### config.mk
export PLATFORM = sky130hd
export DESIGN_NAME = smcm_static_mem_ctrl
export DESIGN_NICKNAME = d
export VERILOG_FILES = /design/src/design/smcm_pkg.sv /design/src/design/smcm_static_mem_ctrl.sv
export SDC_FILE = /design/constraint.sdc
export NUM_CORES = 1
export LEC_CHECK = 0
export BUFFER_PORTS_ARGS = -buffer_cell sky130_fd_sc_hd__buf_2
export CORE_UTILIZATION = 50
export CTS_CLUSTER_SIZE = 12
export DETAILED_ROUTE_END_ITERATION = 10
export GPL_ROUTABILITY_DRIVEN = 0
export PLACE_DENSITY = 0.74
export SYNTH_ARGS = -nofsm -noshare
export SYNTH_HDL_FRONTEND = slang
export SYNTH_SLANG_ARGS = --single-unit
### constraint.sdc
create_clock -name clock -period 3.8 [get_ports clock]
set_input_delay 0.38 -clock clock [delete_from_list [all_inputs] [get_ports clock]]
set_output_delay 0.38 -clock clock [all_outputs]
set_load 0.02 [all_outputs]
### src/design/smcm_pkg.sv
// Functional notes
// RL1 - Byte access type ignored on 8-bit bus.
// RL2 - Type 1: per-byte write strobes, plain reads.
// RL3 - Type 0: common write strobe plus byte selects.
// RL4 - Width code 00=8, 01=16, 10=32 bits.
// RL5 - Float count per access, 0 to 15 cycles.
// RL6 - One extra turnaround cycle after float period.
// RL7 - Other chip selects blocked float plus one cycles.
// RL8 - Float optimization overlaps float with next setup.
// RL9 - Without optimization, full float wait before start.
// RL10 - Page enable selects burst page reads per select.
// RL11 - Page size code selects 4/8/16/32 byte pages.
// RL12 - Read mode picks strobe or select as controller.
// RL13 - First page access select pulse, later strobe pulse.
package smcm_pkg;

  // Number of chip selects and field widths.
  localparam int NUM_CS = 8;
  localparam int CS_W = 3;
  localparam int ADDR_W = 24;
  localparam int DATA_W = 32;
  localparam int LANES = 4;

  // Bus width codes.
  localparam logic [1:0] WIDTH_8 = 2'h0;
  localparam logic [1:0] WIDTH_16 = 2'h1;
  localparam logic [1:0] WIDTH_32 = 2'h2;

  // Lane masks for each bus width.
  localparam logic [3:0] LANES_8 = 4'h1;
  localparam logic [3:0] LANES_16 = 4'h3;
  localparam logic [3:0] LANES_32 = 4'hf;

  // Smallest page is four bytes; the size code shifts it up.
  localparam logic [ADDR_W-1:0] PAGE_BASE_BYTES = 24'h000004;

  // Turnaround added after the float period, in cycles.
  localparam logic [4:0] TURNAROUND_CYCLES = 5'h01;

  // Access phases.
  typedef enum logic [1:0] {PH_IDLE, PH_SETUP, PH_PULSE, PH_HOLD} smcm_phase_t;

  // Mode settings that travel with each access.
  typedef struct packed {
    logic byteAccessType;
    logic [1:0] busWidthSel;
    logic [3:0] floatCycleCount;
    logic floatOptimizeEn;
    logic pageReadEn;
    logic [1:0] pageSizeSel;
    logic readModeStrobe;
  } smcm_mode_t;

  // One access request with its timing figures in cycles.
  typedef struct packed {
    logic write;
    logic [CS_W-1:0] chipSel;
    logic [ADDR_W-1:0] addr;
    logic [LANES-1:0] byteEn;
    logic [DATA_W-1:0] wdata;
    logic [5:0] setupLen;
    logic [6:0] csReadPulseLen;
    logic [6:0] readStrobePulseLen;
    logic [6:0] writePulseLen;
    logic [5:0] holdLen;
    smcm_mode_t mode;
  } smcm_req_t;

  // External memory pins, all strobes active low.
  typedef struct packed {
    logic [NUM_CS-1:0] chipSelN;
    logic readStrobeN;
    logic writeStrobeN;
    logic [LANES-1:0] byteWriteStrobeN;
    logic [LANES-1:0] byteSelectN;
    logic [DATA_W-1:0] dataOut;
    logic dataOe;
  } smcm_pins_t;

  // Pin values while no access runs.
  localparam smcm_pins_t PINS_IDLE = '{
    chipSelN: 8'hff, readStrobeN: 1'b1, writeStrobeN: 1'b1,
    byteWriteStrobeN: 4'hf, byteSelectN: 4'hf,
    dataOut: 32'h00000000, dataOe: 1'b0};

endpackage : smcm_pkg

### src/design/smcm_static_mem_ctrl.sv
`timescale 1ns/100ps
`default_nettype none
module smcm_static_mem_ctrl (
  input wire logic clock,
  input wire logic reset,
  input wire logic reqValid,
  input wire smcm_pkg::smcm_req_t req,
  output logic reqReady,
  output logic rdValid,
  output logic [smcm_pkg::DATA_W-1:0] rdData,
  output logic busBusy,
  output smcm_pkg::smcm_pins_t pins,
  input wire logic [smcm_pkg::DATA_W-1:0] dataIn
);

  //////////////////////////////////////////////////////////////////////////
  // State of the block.

  typedef struct packed {
    smcm_pkg::smcm_phase_t phase;
    logic [7:0] cnt;
    smcm_pkg::smcm_req_t cur;
    smcm_pkg::smcm_pins_t pins;
    logic [4:0] floatCnt;
    logic [smcm_pkg::CS_W-1:0] floatCs;
    logic floatOpt;
    logic pageOpen;
    logic [smcm_pkg::CS_W-1:0] pageCs;
    logic [smcm_pkg::ADDR_W-1:0] pageAddr;
    logic [smcm_pkg::DATA_W-1:0] dinMeta;
    logic [smcm_pkg::DATA_W-1:0] dinSync;
    logic reqReady;
    logic rdValid;
    logic busy;
    logic [smcm_pkg::DATA_W-1:0] rdData;
  } smcm_state_t;

  smcm_state_t s_q;
  smcm_state_t s_d;

  //////////////////////////////////////////////////////////////////////////
  // Helper functions.

  // Lanes that exist on the selected bus width.
  function automatic logic [3:0] laneMask(input logic [1:0] width);
    logic [3:0] m;
    m = smcm_pkg::LANES_8;
    if (width == smcm_pkg::WIDTH_16) begin
      m = smcm_pkg::LANES_16; // RL4
    end else if (width == smcm_pkg::WIDTH_32) begin
      m = smcm_pkg::LANES_32; // RL4
    end
    return m;
  endfunction : laneMask

  // True when the bus is 16 or 32 bits wide.
  function automatic logic isWide(input logic [1:0] width);
    return (width == smcm_pkg::WIDTH_16) || (width == smcm_pkg::WIDTH_32);
  endfunction : isWide

  // True while the float period forbids this access the data bus.
  function automatic logic floatBlocks(input logic [4:0] fc,
                                       input logic [2:0] fcs,
                                       input smcm_pkg::smcm_req_t r);
    return (fc != 5'h00) && !((fcs == r.chipSel) && !r.write); // RL7
  endfunction : floatBlocks

  // Address bits that name the page, for the selected page size.
  function automatic logic [23:0] pageBase(input logic [23:0] a,
                                           input logic [1:0] ps);
    logic [23:0] size;
    size = smcm_pkg::PAGE_BASE_BYTES << ps; // RL11
    return a & ~(24'(size - 24'h000001));
  endfunction : pageBase

  // Pin levels for a given state.
  function automatic smcm_pkg::smcm_pins_t pinsFor(input smcm_state_t st);
    smcm_pkg::smcm_pins_t p;
    logic [3:0] lanes;
    logic wide;
    logic blk;
    logic active;
    p = smcm_pkg::PINS_IDLE;
    lanes = laneMask(st.cur.mode.busWidthSel) & st.cur.byteEn;
    wide = isWide(st.cur.mode.busWidthSel);
    blk = floatBlocks(st.floatCnt, st.floatCs, st.cur);
    active = (st.phase == smcm_pkg::PH_PULSE) ||
             (st.phase == smcm_pkg::PH_HOLD) ||
             ((st.phase == smcm_pkg::PH_SETUP) && !(blk && !st.floatOpt));
    if (active) begin
      p.chipSelN[st.cur.chipSel] = 1'b0;
      // Write data waits until the float period and turnaround are over.
      p.dataOe = st.cur.write && !blk; // RL6
      p.dataOut = st.cur.wdata;
      if (wide && !st.cur.mode.byteAccessType) begin
        p.byteSelectN = ~lanes; // RL3
      end
      if (st.phase == smcm_pkg::PH_PULSE) begin
        if (!st.cur.write) begin
          p.readStrobeN = 1'b0; // RL2
        end else if (wide && st.cur.mode.byteAccessType) begin
          p.byteWriteStrobeN = ~lanes; // RL2
        end else begin
          p.writeStrobeN = 1'b0; // RL1
        end
      end
    end
    return p;
  endfunction : pinsFor

  //////////////////////////////////////////////////////////////////////////
  // Next-state logic.

  always_comb begin
    logic blk;
    logic pageHit;
    logic [6:0] pulseLen;
    blk = 1'b0;
    pageHit = 1'b0;
    pulseLen = 7'h00;
    s_d = s_q;
    s_d.rdValid = 1'b0;
    s_d.dinMeta = dataIn;
    s_d.dinSync = s_q.dinMeta;
    // Float period runs down one cycle at a time.
    if (s_q.floatCnt != 5'h00) begin
      s_d.floatCnt = 5'(s_q.floatCnt - 5'h01); // RL7
    end
    blk = floatBlocks(s_q.floatCnt, s_q.floatCs, s_q.cur);
    pageHit = s_q.pageOpen && s_q.cur.mode.pageReadEn &&
              (s_q.pageCs == s_q.cur.chipSel) &&
              (pageBase(s_q.cur.addr, s_q.cur.mode.pageSizeSel) ==
               pageBase(s_q.pageAddr, s_q.cur.mode.pageSizeSel));
    if (s_q.cur.write) begin
      pulseLen = s_q.cur.writePulseLen;
    end else if (pageHit) begin
      pulseLen = s_q.cur.readStrobePulseLen; // RL13
    end else begin
      pulseLen = s_q.cur.csReadPulseLen; // RL13
    end
    case (s_q.phase)
      smcm_pkg::PH_IDLE: begin
        if (reqValid && s_q.reqReady) begin
          s_d.cur = req;
          s_d.reqReady = 1'b0;
          s_d.cnt = {2'h0, req.setupLen};
          s_d.phase = smcm_pkg::PH_SETUP;
        end
      end
      smcm_pkg::PH_SETUP: begin
        if (blk && !s_q.floatOpt) begin
          s_d.cnt = s_q.cnt; // RL9
        end else if (s_q.cnt != 8'h00) begin
          s_d.cnt = 8'(s_q.cnt - 8'h01); // RL8
        end else if (!blk) begin
          s_d.phase = smcm_pkg::PH_PULSE;
          s_d.cnt = (pulseLen == 7'h00) ? 8'h00 : 8'(pulseLen - 7'h01);
        end
      end
      smcm_pkg::PH_PULSE: begin
        if (s_q.cnt != 8'h00) begin
          s_d.cnt = 8'(s_q.cnt - 8'h01);
        end else begin
          if (!s_q.cur.write) begin
            s_d.rdValid = 1'b1;
            // The pin synchroniser delays data by two cycles, so a read
            // pulse shorter than three cycles returns what the bus showed
            // before the strobe fell.
            s_d.rdData = s_q.dinSync;
            // Read strobe rises here: it starts the float when it controls.
            if (s_q.cur.mode.readModeStrobe) begin
              s_d.floatCnt = 5'({1'b0, s_q.cur.mode.floatCycleCount} +
                                smcm_pkg::TURNAROUND_CYCLES); // RL12
              s_d.floatCs = s_q.cur.chipSel;
              s_d.floatOpt = s_q.cur.mode.floatOptimizeEn;
            end
          end
          s_d.phase = smcm_pkg::PH_HOLD;
          s_d.cnt = {2'h0, s_q.cur.holdLen};
        end
      end
      smcm_pkg::PH_HOLD: begin
        if (s_q.cnt != 8'h00) begin
          s_d.cnt = 8'(s_q.cnt - 8'h01);
        end else begin
          // Chip select rises here: it starts the float when it controls.
          if (!s_q.cur.write && !s_q.cur.mode.readModeStrobe) begin
            s_d.floatCnt = 5'({1'b0, s_q.cur.mode.floatCycleCount} +
                              smcm_pkg::TURNAROUND_CYCLES); // RL5
            s_d.floatCs = s_q.cur.chipSel;
            s_d.floatOpt = s_q.cur.mode.floatOptimizeEn;
          end
          // A page stays open only after a page-mode read.
          s_d.pageOpen = !s_q.cur.write && s_q.cur.mode.pageReadEn; // RL10
          s_d.pageCs = s_q.cur.chipSel;
          s_d.pageAddr = s_q.cur.addr;
          s_d.phase = smcm_pkg::PH_IDLE;
          s_d.reqReady = 1'b1;
        end
      end
      default: begin
        s_d.phase = smcm_pkg::PH_IDLE;
      end
    endcase
    // Busy flag is registered so that the output comes from a flip-flop.
    s_d.busy = (s_d.floatCnt != 5'h00); // RL7
    s_d.pins = pinsFor(s_d);
  end

  //////////////////////////////////////////////////////////////////////////
  // State register.

  always_ff @(posedge clock) begin
    if (reset) begin
      s_q <= '0;
      s_q.phase <= smcm_pkg::PH_IDLE;
      s_q.pins <= smcm_pkg::PINS_IDLE;
      s_q.reqReady <= 1'b1;
    end else begin
      s_q <= s_d;
    end
  end

  //////////////////////////////////////////////////////////////////////////
  // Outputs, all taken from the state register.

  assign reqReady = s_q.reqReady;
  assign rdValid = s_q.rdValid;
  assign rdData = s_q.rdData;
  assign busBusy = s_q.busy;
  assign pins = s_q.pins;

endmodule : smcm_static_mem_ctrl
`default_nettype wire
==> results of run 1 <==
==> through the flow <==
stage	total power, uW	area, um2	util (%)	instances	hold WS [ns]
floorplan	5620	11400	-	1298	0.414
global placement	6030	12000	54.5	1658	0.417
detailed placement	6080	12000	54.5	1658	0.423
CTS	8820	12900	58.6	1705	0.0259
global route	9270	12900	58.6	1706	0.0387
finish	8750	12900	58.6	1706	0.0486
==> final cells by class <==
type                       instances  area [um2]  area share, %
multi-input combinational        830        4470           34.6
inverter                          12        45.0          0.348
timing repair buffer             240        1250           9.68
clock inverter                     4        45.0          0.348
sequential                       296        5930           45.8
tap                              280         350           2.71
clock buffer                      43         851           6.57
antenna                            1        2.50         0.0193
==> synthesized netlist by cell type (4+ instances only) <==
| library cell | instances | share of area, % |
|---|---|---|
| ha_1 | 7 | 0.77 |
| mux2i_1 | 17 | 1.5 |
| dfxtp_1 | 296 | 52 |
| a21oi_1 | 165 | 7.3 |
| o31ai_1 | 4 | 0.26 |
| nand2_1 | 329 | 11 |
| xor2_1 | 28 | 2.2 |
| nor4_1 | 8 | 0.44 |
| nand4_1 | 13 | 0.71 |
| inv_1 | 12 | 0.40 |
| o21ai_0 | 15 | 0.66 |
| nor2b_1 | 67 | 3.7 |
| buf_6 | 4 | 0.40 |
| a41oi_1 | 4 | 0.31 |
| nand3_1 | 9 | 0.40 |
| nor3_1 | 7 | 0.31 |
| nor2_1 | 34 | 1.1 |
| o211ai_1 | 4 | 0.26 |
| buf_4 | 84 | 5.5 |
| clkbuf_1 | 69 | 2.3 |
| and2_1 | 36 | 2.0 |
| xnor2_1 | 15 | 1.2 |
==> registers in the layout, indices dropped and copies added (netlist names) <==
name	count
s_d	32
reqReady	1
s_q	178
rdValid	1
pins	51
busBusy	1
rdData	32
==> per-layer routing <==
layer | track usage, % | share of wire [%] | up-vias
li1 | - | - | 4408
met1 | 26.3 | 45 | 3917
met2 | 35.0 | 47 | 258
met3 | 2.89 | 5.2 | 50
met4 | 7.12 | 2.8 | 0
met5 | 0 | 0 | -
==> cell families after synthesis <==
logic type | after synthesis
compound gates | 234
mux | 22
flops | 296
fa+ha+maj | 7
buf+inv | 172
xor+xnor | 43
simple gates | 524
==> power by group through the flow <==
| stage | Clock [uW] | Sequential, uW | Combinational [uW] |
|---|---|---|---|
| after floorplan | 0 | 3690 | 1930 |
| after global placement | 0 | 3750 | 2280 |
| after detailed placement | 0 | 3770 | 2320 |
| after CTS | 2790 | 3700 | 2330 |
| after global routing | 2910 | 3750 | 2610 |
| final | 2730 | 3700 | 2330 |
==> critical path, cell delays in order (launching register included) <==
cell       delay [ns]
dfxtp_1          0.46
xor2_1           0.11
nor4_1           0.37
nand4_1          0.34
nor3_2           0.40
mux2_2           0.42
a2111oi_0        0.74
a41oi_1          0.22
a211oi_1         0.25
==> how the worst min path moves through the flow <==
| stage | from | to | slack (ns) | cells past startpoint |
|---|---|---|---|---|
| global route | dataIn[12] | s_d[47]$_SDFF_PP0_ | 0.04 | 2 |
| CTS | dataIn[25] | s_d[60]$_SDFF_PP0_ | 0.03 | 2 |
| global placement | s_d[46]$_SDFF_PP0_ | s_q[46]$_SDFF_PP0_ | 0.42 | 1 |
| detailed placement | s_d[43]$_SDFF_PP0_ | s_q[43]$_SDFF_PP0_ | 0.42 | 1 |
| finish | dataIn[25] | s_d[60]$_SDFF_PP0_ | 0.05 | 2 |
| floorplan | s_d[35]$_SDFF_PP0_ | s_q[35]$_SDFF_PP0_ | 0.41 | 1 |
==> out/results.tsv, run 1 <==
stage	metric	value	unit
run_status	status	complete, no violations	
clocking	max-clock-path-buffers	3	
worst_setup_path	critPathArrivalTime	3.85	ns
finish	n_fill_cell	1990	
power	total_leakage_power	0.00541	uW
yosys	ys.flop_type	dfxtp_1	
timing	rsz0062_at_grt	no	
worst_setup_path	ff2ff_path_depth	8	
power	seqPwrFrac	42.3	%
power	power_frac_comb	26.6	%
yosys	yosysSeqAreaShare	52.1	%
finish	layout_common_cells	329 x nand2_1, 296 x dfxtp_1, 226 x buf_2	
finish	synthToLayoutAreaGrowth	13.8	%
place	hpwl	16000	um
power	p_int	5910	uW
yosys	synth-simple-area-share	21.0	%
yosys	synth-seq-cells	296	
floorplan	rows	54	
power	p_per_area	676	mW/mm2
floorplan	die_y	153	um
clocking	clock_latency	0.54	ns
floorplan	dieArea	0.0234	mm2
floorplan	initial_core_util	51.5	%
floorplan	die_w	153	um
power	p_clk_share	31.1	%
detailed_routing	firstDrtPassIters	5	
timing	finalSetupTns	0	ns
yosys	yosys_warnings	0	
worst_setup_path	crit_path_end	s_q[301]$_SDFFE_PP0P_	
global_routing	antenna_found_initial	1	
finish	drive_gt1_share	20.7	%
finish	nets	1561	
worst_setup_path	worst_setup_path_start_kind	flop	
clocking	cts_tree	yes	
min_path	hp-class	in -> reg	
yosys	yosys.area_share.xor_xnor	3.31	%
clocking	post_cts_buffers	0	
timing	hold_viol_final	0	
timing	finalCritPeriodShare	89.5	%
flow_run	cap_violations	0	
power	ir_drop	0.335	mV
worst_setup_path	r2r-end	s_q[301]$_SDFFE_PP0P_	
clocking	ctsResizeCount	0	
global_routing	track_usage	20.4	%
timing	fmaxAchievable	294	MHz
yosys	synthArstFlopShare	0	%
timing	relSlewSlack	39.3	%
worst_setup_path	reg2reg_slack	0.40	ns
worst_setup_path	required	4.24	ns
clocking	root_buffer	clkbuf_16	
place	pre_cts_slack	0.471	ns
place	port_buffers	227	
finish	final_common_cell	nand2_1	
global_routing	grt_pass1_vias	8168	
timing	period_minus_slack	3.40	ns
detailed_routing	post_drt_via_cell_ratio	5.06	
yosys	syn_area	0.0114	mm2
yosys	synth_edf_count	0	
yosys	synth_cell_types	63	
yosys	syn_inst	1298	
yosys	synth_area_per_cell	8.77	um2
detailed_routing	drc_errors	0	
yosys	synth-compound-area-share	12.0	%
timing	tightest_slew	0.911	ns
detailed_routing	first_iter_violations	409	
power	switching_power	2840	uW
worst_setup_path	setup.worst_path.class	reg -> reg	
worst_setup_path	timing.rr.start	s_q[292]$_SDFF_PP0_	
detailed_routing	wirelength	23900	um
global_routing	grt_pass1_wl	39600	um
global_routing	grt_max_degree	124	
yosys	synthAdderAreaFrac	0.770	%
worst_setup_path	cp-end-kind	flop	
global_routing	grt_remaining_overflow	0	
timing	setup_violations	0	
floorplan	core-area	0.0221	mm2
power	p_sw_share	32.5	%
timing	setup_ws	0.397	ns
yosys	synth.area.mux_share	2.06	%
yosys	synth_top_family_by_area	simple AND/OR/NAND/NOR gates	
worst_setup_path	critical_path.startpoint	s_q[292]$_SDFF_PP0_	
detailed_routing	num_vias	8633	
timing	fin_worst_skew	0.00922	ns
detailed_routing	ant_nets	0	
clocking	ctsHtreeMaxLevel	1	
detailed_routing	wl_per_cell	14.0	um
yosys	synth.net_count	1449	
clocking	cts.sinks	296	
worst_setup_path	worst-path-max-fanout	5	
timing	final_max_slew_viol_count	0	
floorplan	ioPinCount	230	
clocking	clkTransAtPathRegs	0.06	ns
clocking	tritoncts.num_buffers	30	
clocking	cts_hold_buf	0	
(Power assumes the default switching activity.)
==> run 2: changes to the inputs <==
- BUFFER_PORTS_ARGS: -buffer_cell sky130_fd_sc_hd__buf_2 -> default
- DONT_BUFFER_PORTS: default -> 1
- PLACE_DENSITY: 0.74 -> default
- REMOVE_ABC_BUFFERS: default -> 1
==> out/results.tsv, run 2 (synthesis gave the netlist of run 1 again) <==
stage	metric	value	unit	change
clocking	post_cts_buffers	0		unchanged
min_path	hp-class	in -> reg		unchanged
power	p_per_area	685	mW/mm2	was 676 mW/mm2
timing	final_max_slew_viol_count	0		unchanged
floorplan	rows	54		unchanged
finish	nets	1466		was 1,561
timing	period_minus_slack	3.34	ns	was 3.40 ns
floorplan	die_w	153	um	unchanged
timing	fin_worst_skew	0.0181	ns	was 0.00922 ns
floorplan	ioPinCount	230		unchanged
place	port_buffers	0		was 227
clocking	tritoncts.num_buffers	31		was 30
timing	tightest_slew	0.946	ns	was 0.911 ns
clocking	ctsHtreeMaxLevel	1		unchanged
finish	diodes	0		was 1
detailed_routing	wirelength	26100	um	was 23,900 um
finish	reg.largest.list	s_q (178), pins (51)		unchanged
finish	largest_register	s_q		unchanged
global_routing	grt_pass1_wl	41500	um	was 39,600 um
worst_setup_path	worst-path-max-fanout	5		unchanged
floorplan	die_y	153	um	unchanged
detailed_routing	ant_nets	0		unchanged
detailed_routing	firstDrtPassIters	4		was 5
clocking	root_buffer	clkbuf_16		unchanged
finish	drive_gt1_share	5.78	%	was 20.7%
global_routing	grt_max_degree	200		was 124
worst_setup_path	required	4.19	ns	was 4.24 ns
worst_setup_path	setup.worst_path.class	reg -> reg		unchanged
finish	largest_register_ffs	178		unchanged
worst_setup_path	worst_setup_path_start_kind	flop		unchanged
place	hpwl	15200	um	was 16,000 um
floorplan	core-area	0.0221	mm2	unchanged
timing	relSlewSlack	37.0	%	was 39.3%
detailed_routing	wl_per_cell	16.2	um	was 14.0 um
detailed_routing	first_iter_violations	394		was 409
global_routing	grt_pass1_vias	8137		was 8,168
finish	layout_common_cells	329 x nand2_1, 296 x dfxtp_1, 165 x a21oi_1		was 329 x nand2_1, 296 x dfxtp_1, 226 x buf_2
floorplan	dieArea	0.0234	mm2	unchanged
power	ir_drop	0.405	mV	was 0.335 mV
clocking	cts.sinks	296		unchanged
timing	rsz0062_at_grt	no		unchanged
worst_setup_path	cp-end-kind	flop		unchanged
clocking	cts_tree	yes		unchanged
floorplan	initial_core_util	51.5	%	unchanged
timing	setup_violations	0		unchanged
finish	synthToLayoutAreaGrowth	16.1	%	was 13.8%
timing	finalCritPeriodShare	88.0	%	was 89.5%
power	p_total	9050	uW	was 8750 uW
detailed_routing	num_vias	8375		was 8,633
timing	hold_ws	0.0210	ns	was 0.0486 ns
run_status	status	complete, no violations		unchanged
timing	fmaxAchievable	299	MHz	was 294 MHz
clocking	clock_latency	0.55	ns	was 0.54 ns
detailed_routing	drc_errors	0		unchanged
timing	hold_viol_final	0		unchanged
clocking	clkTransAtPathRegs	0.06	ns	about the same
flow_run	cap_violations	0		unchanged
clocking	max-clock-path-buffers	3		unchanged
power	total_leakage_power	0.00514	uW	was 0.00541 uW
detailed_routing	post_drt_via_cell_ratio	5.19		was 5.06
finish	final_common_cell	nand2_1		unchanged
global_routing	track_usage	21.8	%	was 20.4%
global_routing	grt_remaining_overflow	0		unchanged
worst_setup_path	critPathArrivalTime	3.73	ns	was 3.85 ns
global_routing	antenna_found_initial	0		was 1
[run 2: cell types whose count changed in the layout (fill, tap and decap cells not counted), moves of 2 or more]
cell	previous run	this run
buf_2	226	0
buf_4	12	14
clkbuf_1	9	7
clkbuf_8	3	7
dlygate4sd3_1	0	128
[run 2: cell type report]
cell class / count / area, um2
sequential: 296 / 5930
multi-input combinational: 830 / 4480
tap: 280 / 350
clock inverter: 6 / 86.3
timing repair buffer: 144 / 1430
inverter: 12 / 45.0
clock buffer: 45 / 898
fill: 1929 / 8880
[run 2: worst max-delay path, cell delays in order, from the launching register on]
cell	delay, ns
dfxtp_1	0.32
xor2_1	0.16
nor4_1	0.50
nand4_1	0.38
nor3_2	0.37
mux2i_1	0.31
o21a_1	0.19
ha_1	0.18
o2111ai_1	0.25
nor2_1	0.35
o221ai_1	0.17
[run 2: per-layer routing]
metal  wire (um)  track usage [%]
met5           0                0
met4         474             5.87
met3        1870             5.64
met2       12200             37.0
met1       11500             27.3
[run 2: through the flow]
step	area (um2)	setup TNS, ns	setup slack, ns	util [%]	std cells
floorplan	10400	-148.95	-2.03	-	1138
global placement	10900	0	0.634	49.4	1433
detailed placement	10900	0	0.605	49.4	1433
CTS	13200	0	0.562	59.8	1613
global route	13200	0	0.209	59.8	1613
finish	13200	0	0.457	59.8	1613
[run 2: final timing paths]
path	from	to	depth (start not counted)	slack (ns)
hold / removal	req[29]	s_q[216]$_SDFFE_PP0P_	2	0.02
hold reg to reg	s_d[50]$_SDFF_PP0_	s_q[50]$_SDFF_PP0_	1	0.43
setup reg to reg	s_q[115]$_SDFFE_PP0P_	s_q[297]$_SDFFE_PP0P_	10	0.46
setup / recovery	s_q[115]$_SDFFE_PP0P_	s_q[297]$_SDFFE_PP0P_	10	0.46
[run 2: where the power goes]
part	leakage, uW	switching, uW	internal (uW)
clock network	0.000481	1170	1750
registers	0.00242	349	3470
logic	0.00224	1410	907
total	0.00514	2920	6130
[run 2: repair_timing]
item / in CTS / in global routing
endpoints found under the setup margin: 0 / 0
hold buffers: 129 / 0
gates resized for setup: 0 / 0
endpoints found under the hold margin: 237 / 0
